File: config.mk
export PLATFORM = sky130hd
export DESIGN_NAME = prescaled_down_counter_timer
export DESIGN_NICKNAME = d
export VERILOG_FILES = /design/src/logic/tmr_pkg.sv /design/src/logic/prescaled_down_counter_timer.sv
export SDC_FILE = /design/constraint.sdc
export NUM_CORES = 1
export LEC_CHECK = 0
export ABC_AREA = 1
export BUFFER_PORTS_ARGS = -buffer_cell sky130_fd_sc_hd__buf_2
export CORE_MARGIN = 3
export CORE_UTILIZATION = 52
export CTS_BUF_LIST = sky130_fd_sc_hd__clkbuf_4 sky130_fd_sc_hd__clkbuf_8
export DETAILED_ROUTE_END_ITERATION = 8
export GPL_ROUTABILITY_DRIVEN = 0
export PLACE_DENSITY = 0.95
export REMOVE_ABC_BUFFERS = 1
export SYNTH_ARGS = -nofsm -noshare
export SYNTH_HDL_FRONTEND = slang
export SYNTH_SLANG_ARGS = --single-unit
File: constraint.sdc
create_clock -name i_clk -period 3.8 [get_ports i_clk]
set_input_delay 0.57 -clock i_clk [delete_from_list [all_inputs] [get_ports i_clk]]
set_output_delay 0.57 -clock i_clk [all_outputs]
set_load 0.02 [all_outputs]
File: src/logic/tmr_pkg.sv
// timer package: register map, control bit positions, reset values, option codes
// assumes a 32-bit APB master and a 20 MHz system clock
package tmr_pkg;
   // ---------------------------------------------------------------
   // register map (byte addresses)
   // ---------------------------------------------------------------
   localparam logic [11:0] ADDR_CONTROL = 12'h000;
   localparam logic [11:0] ADDR_COUNT = 12'h004;
   localparam logic [11:0] ADDR_IRQ2 = 12'h008;
   // ---------------------------------------------------------------
   // control register fields
   // ---------------------------------------------------------------
   localparam int BIT_REQ = 7;
   localparam int BIT_MASK = 6;
   localparam int BIT_PSCLR = 3;
   localparam logic [7:0] CTRL_UNUSED_ONES = 8'h37;
   localparam logic [7:0] COUNT_RESET = 8'hFF;
   localparam logic [6:0] PRESC_RESET = 7'h7F;
   localparam logic [7:0] COUNT_ZERO = 8'h00;
   // ---------------------------------------------------------------
   // build-time options
   // ---------------------------------------------------------------
   localparam logic SRC_EXTERNAL = 1'b0;
   localparam logic SRC_INTERNAL = 1'b1;
   localparam int PRESC_MAX_LOG2 = 7;
   // bits of the prescaler feeding the counter: 0 means divide by one
   localparam int PRESC_LOG2 = 7;
   localparam logic SRC_SELECT = SRC_INTERNAL;
   // ---------------------------------------------------------------
   // vector and bus types
   // ---------------------------------------------------------------
   localparam logic [11:0] VEC_HI_ADDR = 12'hFF8;
   localparam logic [11:0] VEC_LO_ADDR = 12'hFF9;
   typedef struct packed {
      logic psel;
      logic penable;
      logic pwrite;
      logic [11:0] paddr;
      logic [31:0] pwdata;
   } apb_req_t;
   typedef struct packed {
      logic pready;
      logic pslverr;
      logic [31:0] prdata;
   } apb_rsp_t;
   typedef enum logic [1:0] {
      ST_IDLE,
      ST_PUSH,
      ST_VEC
   } svc_state_t;
endpackage

File: src/logic/prescaled_down_counter_timer.sv
// prescaled 8-bit down-counter timer with APB registers and interrupt request
// assumes APB master on i_clk, timer pin synchronous-sampled through three flops
// Function
// loadable 8-bit counter decrements per source tick or prescaler output
// counter reaching zero sets request flag, control bit 7
// mask bit 6 set blocks timer interrupt to cpu
// cpu mask holds pending interrupt; taken once mask clears
// on accept, stack cpu state then fetch vector from $FF8/$FF9
// request flag stays set until software clears it
// timer and second external irq share one vector; software checks both
// external source counts on each rising pin transition
// pin change reaches prescaler three machine cycles later
// pin must be seen low before another rising edge counts
// internal clock source gated by timer pin level
// source selection is a build-time option
// host should tie pin high for ungated internal clocking
// prescaler divides by power of two up to 128, build-time fixed
// writing one to bit 3 clears prescaler; bit reads zero
// reset clears request flag
// reset sets mask flag
// control bits 5,4,2,1,0 read as ones
// counter wraps $00 to $FF; reads do not disturb counting
// reset sets prescaler and counter to all ones
// request output is flag and not mask, held as level
// timer pin synchronised before edge or level detection
//
// Our own choices: the APB slave port and the address map.
module prescaled_down_counter_timer
   import tmr_pkg::*;
(
   input wire logic i_clk,
   input wire logic i_arst_n,
   input wire logic i_psel,
   input wire logic i_penable,
   input wire logic i_pwrite,
   input wire logic [11:0] i_paddr,
   input wire logic [31:0] i_pwdata,
   input wire logic i_timer_pin,
   input wire logic i_second_external_irq,
   input wire logic i_cpu_irq_mask,
   input wire logic i_irq_ack,
   output logic o_pready,
   output logic o_pslverr,
   output logic [31:0] o_prdata,
   output logic o_timer_irq,
   output logic o_shared_irq,
   output logic o_stack_push,
   output logic o_vec_fetch,
   output logic [11:0] o_vec_addr
);
   // ---------------------------------------------------------------
   // bus decode
   // ---------------------------------------------------------------
   apb_req_t req;
   logic wr_ctrl, wr_cnt, acc;
   assign req = '{psel: i_psel, penable: i_penable, pwrite: i_pwrite, paddr: i_paddr,
                  pwdata: i_pwdata};
   assign acc = req.psel && req.penable;
   assign wr_ctrl = acc && req.pwrite && (req.paddr == ADDR_CONTROL);
   assign wr_cnt = acc && req.pwrite && (req.paddr == ADDR_COUNT);

   function automatic logic mapped(input logic [11:0] a);
      mapped = (a == ADDR_CONTROL) || (a == ADDR_COUNT) || (a == ADDR_IRQ2);
   endfunction

   // ---------------------------------------------------------------
   // pin synchroniser and pipeline
   // ---------------------------------------------------------------
   logic pin_s1_q, pin_s2_q, pin_s3_q;
   logic armed_q;
   always_ff @(posedge i_clk or negedge i_arst_n) begin
      if (!i_arst_n) begin
         pin_s1_q <= 1'b0;
         pin_s2_q <= 1'b0;
         pin_s3_q <= 1'b0;
      end else begin
         pin_s1_q <= i_timer_pin;
         pin_s2_q <= pin_s1_q;
         pin_s3_q <= pin_s2_q;
      end
   end

   // no arming until the pin pipeline holds real samples
   logic [2:0] fill_q;
   always_ff @(posedge i_clk or negedge i_arst_n) begin
      if (!i_arst_n) begin
         fill_q <= '0;
      end else begin
         fill_q <= {fill_q[1:0], 1'b1};
      end
   end

   // re-arm only after a low level has been seen
   always_ff @(posedge i_clk or negedge i_arst_n) begin
      if (!i_arst_n) begin
         armed_q <= 1'b0;
      end else if (fill_q[$left(fill_q)] && !pin_s3_q) begin
         armed_q <= 1'b1;
      end else if (armed_q) begin
         armed_q <= 1'b0;
      end
   end

   logic src_tick;
   always_comb begin
      if (SRC_SELECT == SRC_EXTERNAL) begin
         src_tick = pin_s3_q && armed_q;
      end else begin
         src_tick = pin_s3_q;
      end
   end

   // ---------------------------------------------------------------
   // prescaler
   // ---------------------------------------------------------------
   logic [6:0] presc_q;
   logic presc_out;
   always_ff @(posedge i_clk or negedge i_arst_n) begin
      if (!i_arst_n) begin
         presc_q <= PRESC_RESET;
      end else if (wr_ctrl && req.pwdata[BIT_PSCLR]) begin
         presc_q <= PRESC_RESET;
      end else if (src_tick) begin
         presc_q <= presc_q - 7'h01;
      end
   end
   generate
      if (PRESC_LOG2 == 0) begin : g_nodiv
         assign presc_out = src_tick;
      end else begin : g_div
         // all low bits at zero and about to roll: one tick in 2^n
         assign presc_out = src_tick &&
                            (presc_q[PRESC_LOG2-1:0] == '0);
      end
   endgenerate

   // ---------------------------------------------------------------
   // counter
   // ---------------------------------------------------------------
   function automatic logic [7:0] dec8(input logic [7:0] v);
      dec8 = v - 8'h01;
   endfunction

   logic [7:0] count_q;
   always_ff @(posedge i_clk or negedge i_arst_n) begin
      if (!i_arst_n) begin
         count_q <= COUNT_RESET;
      end else if (wr_cnt) begin
         count_q <= req.pwdata[7:0];
      end else if (presc_out) begin
         count_q <= dec8(count_q);
      end
   end
   logic hit_zero;
   assign hit_zero = presc_out && !wr_cnt && (dec8(count_q) == COUNT_ZERO);

   // ---------------------------------------------------------------
   // control flags
   // ---------------------------------------------------------------
   logic req_q, mask_q;
   always_ff @(posedge i_clk or negedge i_arst_n) begin
      if (!i_arst_n) begin
         req_q <= 1'b0;
      end else if (hit_zero) begin
         req_q <= 1'b1;
      end else if (wr_ctrl && !req.pwdata[BIT_REQ]) begin
         req_q <= 1'b0;
      end
   end
   always_ff @(posedge i_clk or negedge i_arst_n) begin
      if (!i_arst_n) begin
         mask_q <= 1'b1;
      end else if (wr_ctrl) begin
         mask_q <= req.pwdata[BIT_MASK];
      end
   end

   // ---------------------------------------------------------------
   // interrupt outputs and service sequence
   // ---------------------------------------------------------------
   logic irq_d;
   assign irq_d = req_q && !mask_q;
   always_ff @(posedge i_clk or negedge i_arst_n) begin
      if (!i_arst_n) begin
         o_timer_irq <= 1'b0;
         o_shared_irq <= 1'b0;
      end else begin
         o_timer_irq <= irq_d;
         o_shared_irq <= irq_d || i_second_external_irq;
      end
   end

   svc_state_t st_q;
   always_ff @(posedge i_clk or negedge i_arst_n) begin
      if (!i_arst_n) begin
         st_q <= ST_IDLE;
         o_stack_push <= 1'b0;
         o_vec_fetch <= 1'b0;
         o_vec_addr <= VEC_HI_ADDR;
      end else begin
         o_stack_push <= 1'b0;
         o_vec_fetch <= 1'b0;
         case (st_q)
            ST_IDLE: begin
               if (o_shared_irq && !i_cpu_irq_mask && i_irq_ack) begin
                  st_q <= ST_PUSH;
                  o_stack_push <= 1'b1;
               end
            end
            ST_PUSH: begin
               st_q <= ST_VEC;
               o_vec_fetch <= 1'b1;
               o_vec_addr <= VEC_HI_ADDR;
            end
            ST_VEC: begin
               st_q <= ST_IDLE;
               o_vec_fetch <= 1'b1;
               o_vec_addr <= VEC_LO_ADDR;
            end
            default: st_q <= ST_IDLE;
         endcase
      end
   end

   // ---------------------------------------------------------------
   // read path
   // ---------------------------------------------------------------
   apb_rsp_t rsp_d;
   logic [7:0] ctrl_rd;
   always_comb begin
      ctrl_rd = CTRL_UNUSED_ONES;
      ctrl_rd[BIT_REQ] = req_q;
      ctrl_rd[BIT_MASK] = mask_q;
      ctrl_rd[BIT_PSCLR] = 1'b0;
      rsp_d.pready = req.psel && !req.penable;
      rsp_d.pslverr = req.psel && !req.penable && !mapped(req.paddr);
      rsp_d.prdata = 32'h00000000;
      if (req.psel && !req.penable && !req.pwrite) begin
         if (req.paddr == ADDR_CONTROL) begin
            rsp_d.prdata = {24'h000000, ctrl_rd};
         end else if (req.paddr == ADDR_COUNT) begin
            rsp_d.prdata = {24'h000000, count_q};
         end else if (req.paddr == ADDR_IRQ2) begin
            rsp_d.prdata = {31'h00000000, i_second_external_irq};
         end
      end
   end
   always_ff @(posedge i_clk or negedge i_arst_n) begin
      if (!i_arst_n) begin
         o_pready <= 1'b0;
         o_pslverr <= 1'b0;
         o_prdata <= 32'h00000000;
      end else begin
         o_pready <= rsp_d.pready;
         o_pslverr <= rsp_d.pslverr;
         o_prdata <= rsp_d.prdata;
      end
   end
endmodule

==> Word level (Yosys, flattened, before mapping) <==
Index checks and enable logic that the tools add are counted.
W data, S select, Z words.
{ "totals": {"inputBits": 53, "reg_bits": 72} }
{ "op_classes": {"reduce_logical": 34, "n_mux": 16, "addsub": 2, "n_eq_ne": 5} }
{ "op_table": {"columns": ["operator", "count"], "rows": [
  ["$mux W32", 3],
  ["$pmux W12 S2", 1],
  ["$mux W8", 2],
  ["$logic_and A1 B1 Y1", 15],
  ["$mux W7", 2],
  ["$eq A12 B3 Y1 const B", 1],
  ["$eq A12 B4 Y1 const B", 1],
  ["$logic_not A12 Y1", 1],
  ["$logic_not A8 Y1", 1],
  ["$reduce_bool A2 Y1", 4],
  ["$sub A8 B1 Y8 const B", 1],
  ["$logic_not A1 Y1", 7],
  ["$logic_not A7 Y1", 1],
  ["$sub A7 B1 Y7 const B", 1],
  ["$mux W1", 6],
  ["$pmux W2 S2", 1],
  ["$logic_or A1 B1 Y1", 3],
  ["$eq A2 B1 Y1 const B", 1],
  ["$eq A2 B2 Y1 const B", 1],
  ["$logic_not A2 Y1", 1],
  ["$mux W2", 1],
  ["$ne A2 B2 Y1 const B", 1],
  ["$reduce_or A2 Y1", 1]
]} }

==> Longest topological paths before layout <==
{ "logic_depth": {"ltp_word": 7, "ltp_mapped": 12} }

==> Worst setup path before layout <==
No wires, ideal clock.
{ "synth_path": {"kind": "reg-to-reg", "startpoint": "register count_q[0]", "endpoint": "register req_q", "t_required_ps": 3735, "setup_slack_ps": 2320, "t_arrival_ps": 1415, "n_path_buf": 0, "stages_incl_launch_ff": 12, "path_cell_list": "dfstp_2 inv_1 ha_1 inv_1 nor2_2 nor2_1 nand2_1 nor2_1 nand2_1 nor2_1 nand2_1 nand2_1"} }
{ "synth_via": {"elab_chain_cells": 4} }
{ "synth_lines": {"columns": ["item", "line", "text"], "rows": [
  ["from (decl)", "prescaled_down_counter_timer.sv:144", "logic [7:0] count_q;"],
  ["from (signal assigned)", "prescaled_down_counter_timer.sv:149", "count_q <= req.pwdata[7:0];"],
  ["from (signal assigned)", "prescaled_down_counter_timer.sv:151", "count_q <= dec8(count_q);"],
  ["$sub A8 B1 Y8 *", "prescaled_down_counter_timer.sv:141", "dec8 = v - 8'h01;"],
  ["$logic_not A8 Y1 *", "prescaled_down_counter_timer.sv:155", "assign hit_zero = presc_out && !wr_cnt && (dec8(count_q) == COUNT_ZERO);"],
  ["$logic_and A1 B1 Y1 *", "prescaled_down_counter_timer.sv:155", null],
  ["$mux W1 or $reduce_bool A2 Y1 (tied branches)", null, null],
  ["to (signal assigned)", "prescaled_down_counter_timer.sv:163", "req_q <= 1'b0;"],
  ["to (signal assigned)", "prescaled_down_counter_timer.sv:165", "req_q <= 1'b1;"],
  ["to (signal assigned)", "prescaled_down_counter_timer.sv:167", "req_q <= 1'b0;"],
  ["to (decl)", "prescaled_down_counter_timer.sv:160", "logic req_q, mask_q;"]
]} }
Every way passes the cells marked *; elsewhere a longest branch is shown, timed or not.
A chain may end at the register's enable or synchronous reset.

==> Final worst setup path <==
Ends and elaborated chain as after synthesis.

==> reports/qor.csv <==
metric;value;unit
row count;23;
post-DR vias/cell;4.62;
CTS Sinks;37;
largest net degree at the start of global routing;38;
Fmax;587;MHz
DRT Pass-1 Iters;4;
Slew @ Worst Pin;763;ps
final setup vio count;0;
Area Growth Syn to Fin;12.4;%
fin crit period;1700;ps
DIE WIDTH;71.6;um
P per Cell Area;458;nW/um2
Design Area, Final;2510;um2
H-tree levels;2;
gr ovfl total;0;
CP Class;reg -> reg;
Synth cell types;31;
Port Buffers;43;
Post-CTS Setup Inserts;0;
Total Routed Length;3900;um
Worst Setup SP;count_q[0]$_DFFE_PN1P_;
global-route wire length before repair;6550;um
reg-to-reg slack, setup;2100;ps
Routed wire per std cell;10.6;um
overall power;1.15;mW
Clock Power Share;0.353;
DRC viols;0;
total global-route track usage;0.165;
max-slew violation count;0;
CTS max path bufs;2;
Startpoint Class;flip-flop;
Clk Latency, worst-skew pair;290;ps
initial antenna violation count;0;
Internal;0.820;mW
Max-cap violations;0;
crit path DAT;1940;ps
share of layout cells above drive strength 1;0.338;
crit end category;flip-flop;
Comb pwr share;0.203;
yosys warns;0;
worst vdd ir;0.172;mV
Mapped Cells;268;
Sw Ratio;0.287;
Worst Reg-to-Reg Cells;11;
Detail Placement HPWL;3200;um
CP max stage delay;560;ps
via count;1696;
sequence of cells on the critical path;inv_1, ha_1, inv_1, nor2_2, nor2_1, nand2_1, nor2_1, nand2_1, nor2_1, nand2_1, nand2_1;
core area;4090;um2
Leakage;1.39;nW
Post-Syn Area;2230;um2
Sequential Power Share;0.444;
Slowest cell on crit path;dfstp_2;
part of the cycle the worst path needs;0.448;
clock skew;7.72;ps
Hold Path Class;in -> async;
CTS tree;yes;
WP data required;4040;ps
effective utilization at floorplan;0.547;
root buf cell;clkbuf_8;
status;complete, no violations;
die area;5120;um2
most used cell, CP;nand2_1;
CP endpoint;req_q$_DFFE_PN0P_;
Area after DPL;2370;um2
number of global-route vias before repair;1583;
Final #Nets;376;
unrepaired setup endpoints after global routing;no;
Iter 0 DRT Violations;62;
CTS Hold Bufs;0;
Final Hold Viols;0;
CP Max Fanout;6;
register area share after synthesis;0.423;
CTS Buf Count;5;
Relative slew margins;0.491;
worst r2r src;count_q[0]$_DFFE_PN1P_;
FF-to-FF End;req_q$_DFFE_PN0P_;
I/O pins;103;
Antenna Nets Post-Route;0;
Post-Syn Area per Cell;8.34;um2
flops & latches, synth;37;
Setup TNS;0;ps
Clock transition at path regs;80;ps
Psw;0.330;mW
Die Y-Extent;71.6;um
post-CTS sizing;0;
Ant. Diodes;0;
-- cell usage after synthesis (all sizes together) --
library cell / count / area share
nand2: 67 / 0.12
inv: 38 / 0.064
buf: 35 / 0.12
nor2: 31 / 0.076
nand3: 23 / 0.059
dfrtp: 21 / 0.24
dfstp: 16 / 0.19
o21ai: 11 / 0.035
ha: 7 / 0.039
nor3: 3 / 0.011
a21oi: 2 / 0.0045
conb: 2 / 0.0034
nand3b: 2 / 0.0067
nand4: 2 / 0.0056
xnor2: 2 / 0.0078
xor2: 2 / 0.0078
and3: 1 / 0.0028
mux2: 1 / 0.0050
nor4: 1 / 0.0056
or2: 1 / 0.0028
-- final cells by class --
class | count | area [um2]
Clock buffer | 5 | 68.8
Timing Repair Buffer | 43 | 215
Multi-Input combinational cell | 191 | 1010
Inverter | 38 | 143
Sequential cell | 37 | 946
Fill cell | 356 | 1580
Clock inverter | 3 | 68.8
Tap cell | 50 | 62.6
-- layer usage --
metal  track usage  routed length [um]  vias up
met5             0                   0        -
met2         0.282                1940       68
met3        0.0365                 330       10
li1              -                   -      851
met4         0.100                 121        0
met1         0.188                1500      767
-- state kept, by name, summed over array words and instances, names as in the netlist --
signal,flops
o_vec_fetch,1
req_q,1
pin_s3_q,1
pin_s2_q,1
count_q,8
o_pready,1
o_shared_irq,1
o_pslverr,1
o_prdata,8
mask_q,1
pin_s1_q,1
o_timer_irq,1
st_q,2
o_stack_push,1
presc_q,7
o_vec_addr,1
-- power by group through the flow --
stage | registers, mW | logic (mW) | clock network (mW)
after global routing | 0.519 | 0.274 | 0.429
after CTS | 0.511 | 0.237 | 0.416
final | 0.510 | 0.234 | 0.406
after floorplan | 0.526 | 0.157 | 0
after detailed placement | 0.517 | 0.236 | 0
after global placement | 0.513 | 0.222 | 0
-- critical path, delay by kind of cell, from the launching register on --
family / cells / cell delay [ps]
adder cells (fa/ha/maj): 1 / 250
AND/OR/NAND/NOR: 8 / 670
flip-flops: 1 / 560
buffers and inverters: 2 / 170
-- stage by stage --
step | hold slack, ps | setup WS [ps] | util | cells
2_1_floorplan | 274 | 2320 | - | 266
3_3_place_gp | 334 | 2160 | 0.581 | 359
3_5_place_dp | 340 | 2110 | 0.581 | 359
4_1_cts | 358 | 2100 | 0.615 | 367
5_1_grt | 369 | 1940 | 0.615 | 367
6_report | 346 | 2100 | 0.615 | 367
-- cell families (layout without fill, tap and decap cells) --
kind of cell	Yosys count	in the layout	share of synthesized area
flip-flops	37	37	0.423
multiplexers	1	1	0.00504
other	2	35	0.00336
AND/OR/NAND/NOR	131	131	0.293
AO/OA/AOI/OAI	13	13	0.0392
adder cells (fa/ha/maj)	7	7	0.0392
XOR/XNOR	4	4	0.0157
buffers and inverters	73	89	0.181
-- worst min-delay path by stage --
stage | endpoint | slack [ps] | depth (start not counted)
final | o_prdata[7]$_DFF_PN0_ | 350 | 1
after global routing | pin_s3_q$_DFF_PN0_ | 370 | 0
after CTS | pin_s3_q$_DFF_PN0_ | 360 | 0
after detailed placement | pin_s3_q$_DFF_PN0_ | 340 | 0
after global placement | pin_s3_q$_DFF_PN0_ | 330 | 0
after floorplan | o_prdata[0]$_DFF_PN0_ | 270 | 0
-- layout by cell type (no fill, tap or decap), types with 3 or more instances in the layout --
master / count
nand2_1: 60
buf_2: 43
conb_1: 35
inv_1: 28
nor2_1: 21
nand3_1: 21
dfrtp_1: 21
dfstp_2: 16
inv_2: 10
ha_1: 7
nand2_2: 6
nor2_2: 6
o21ai_2: 6
clkbuf_8: 5
o21ai_0: 4
nor2_4: 3
(Power assumes the default switching activity.)
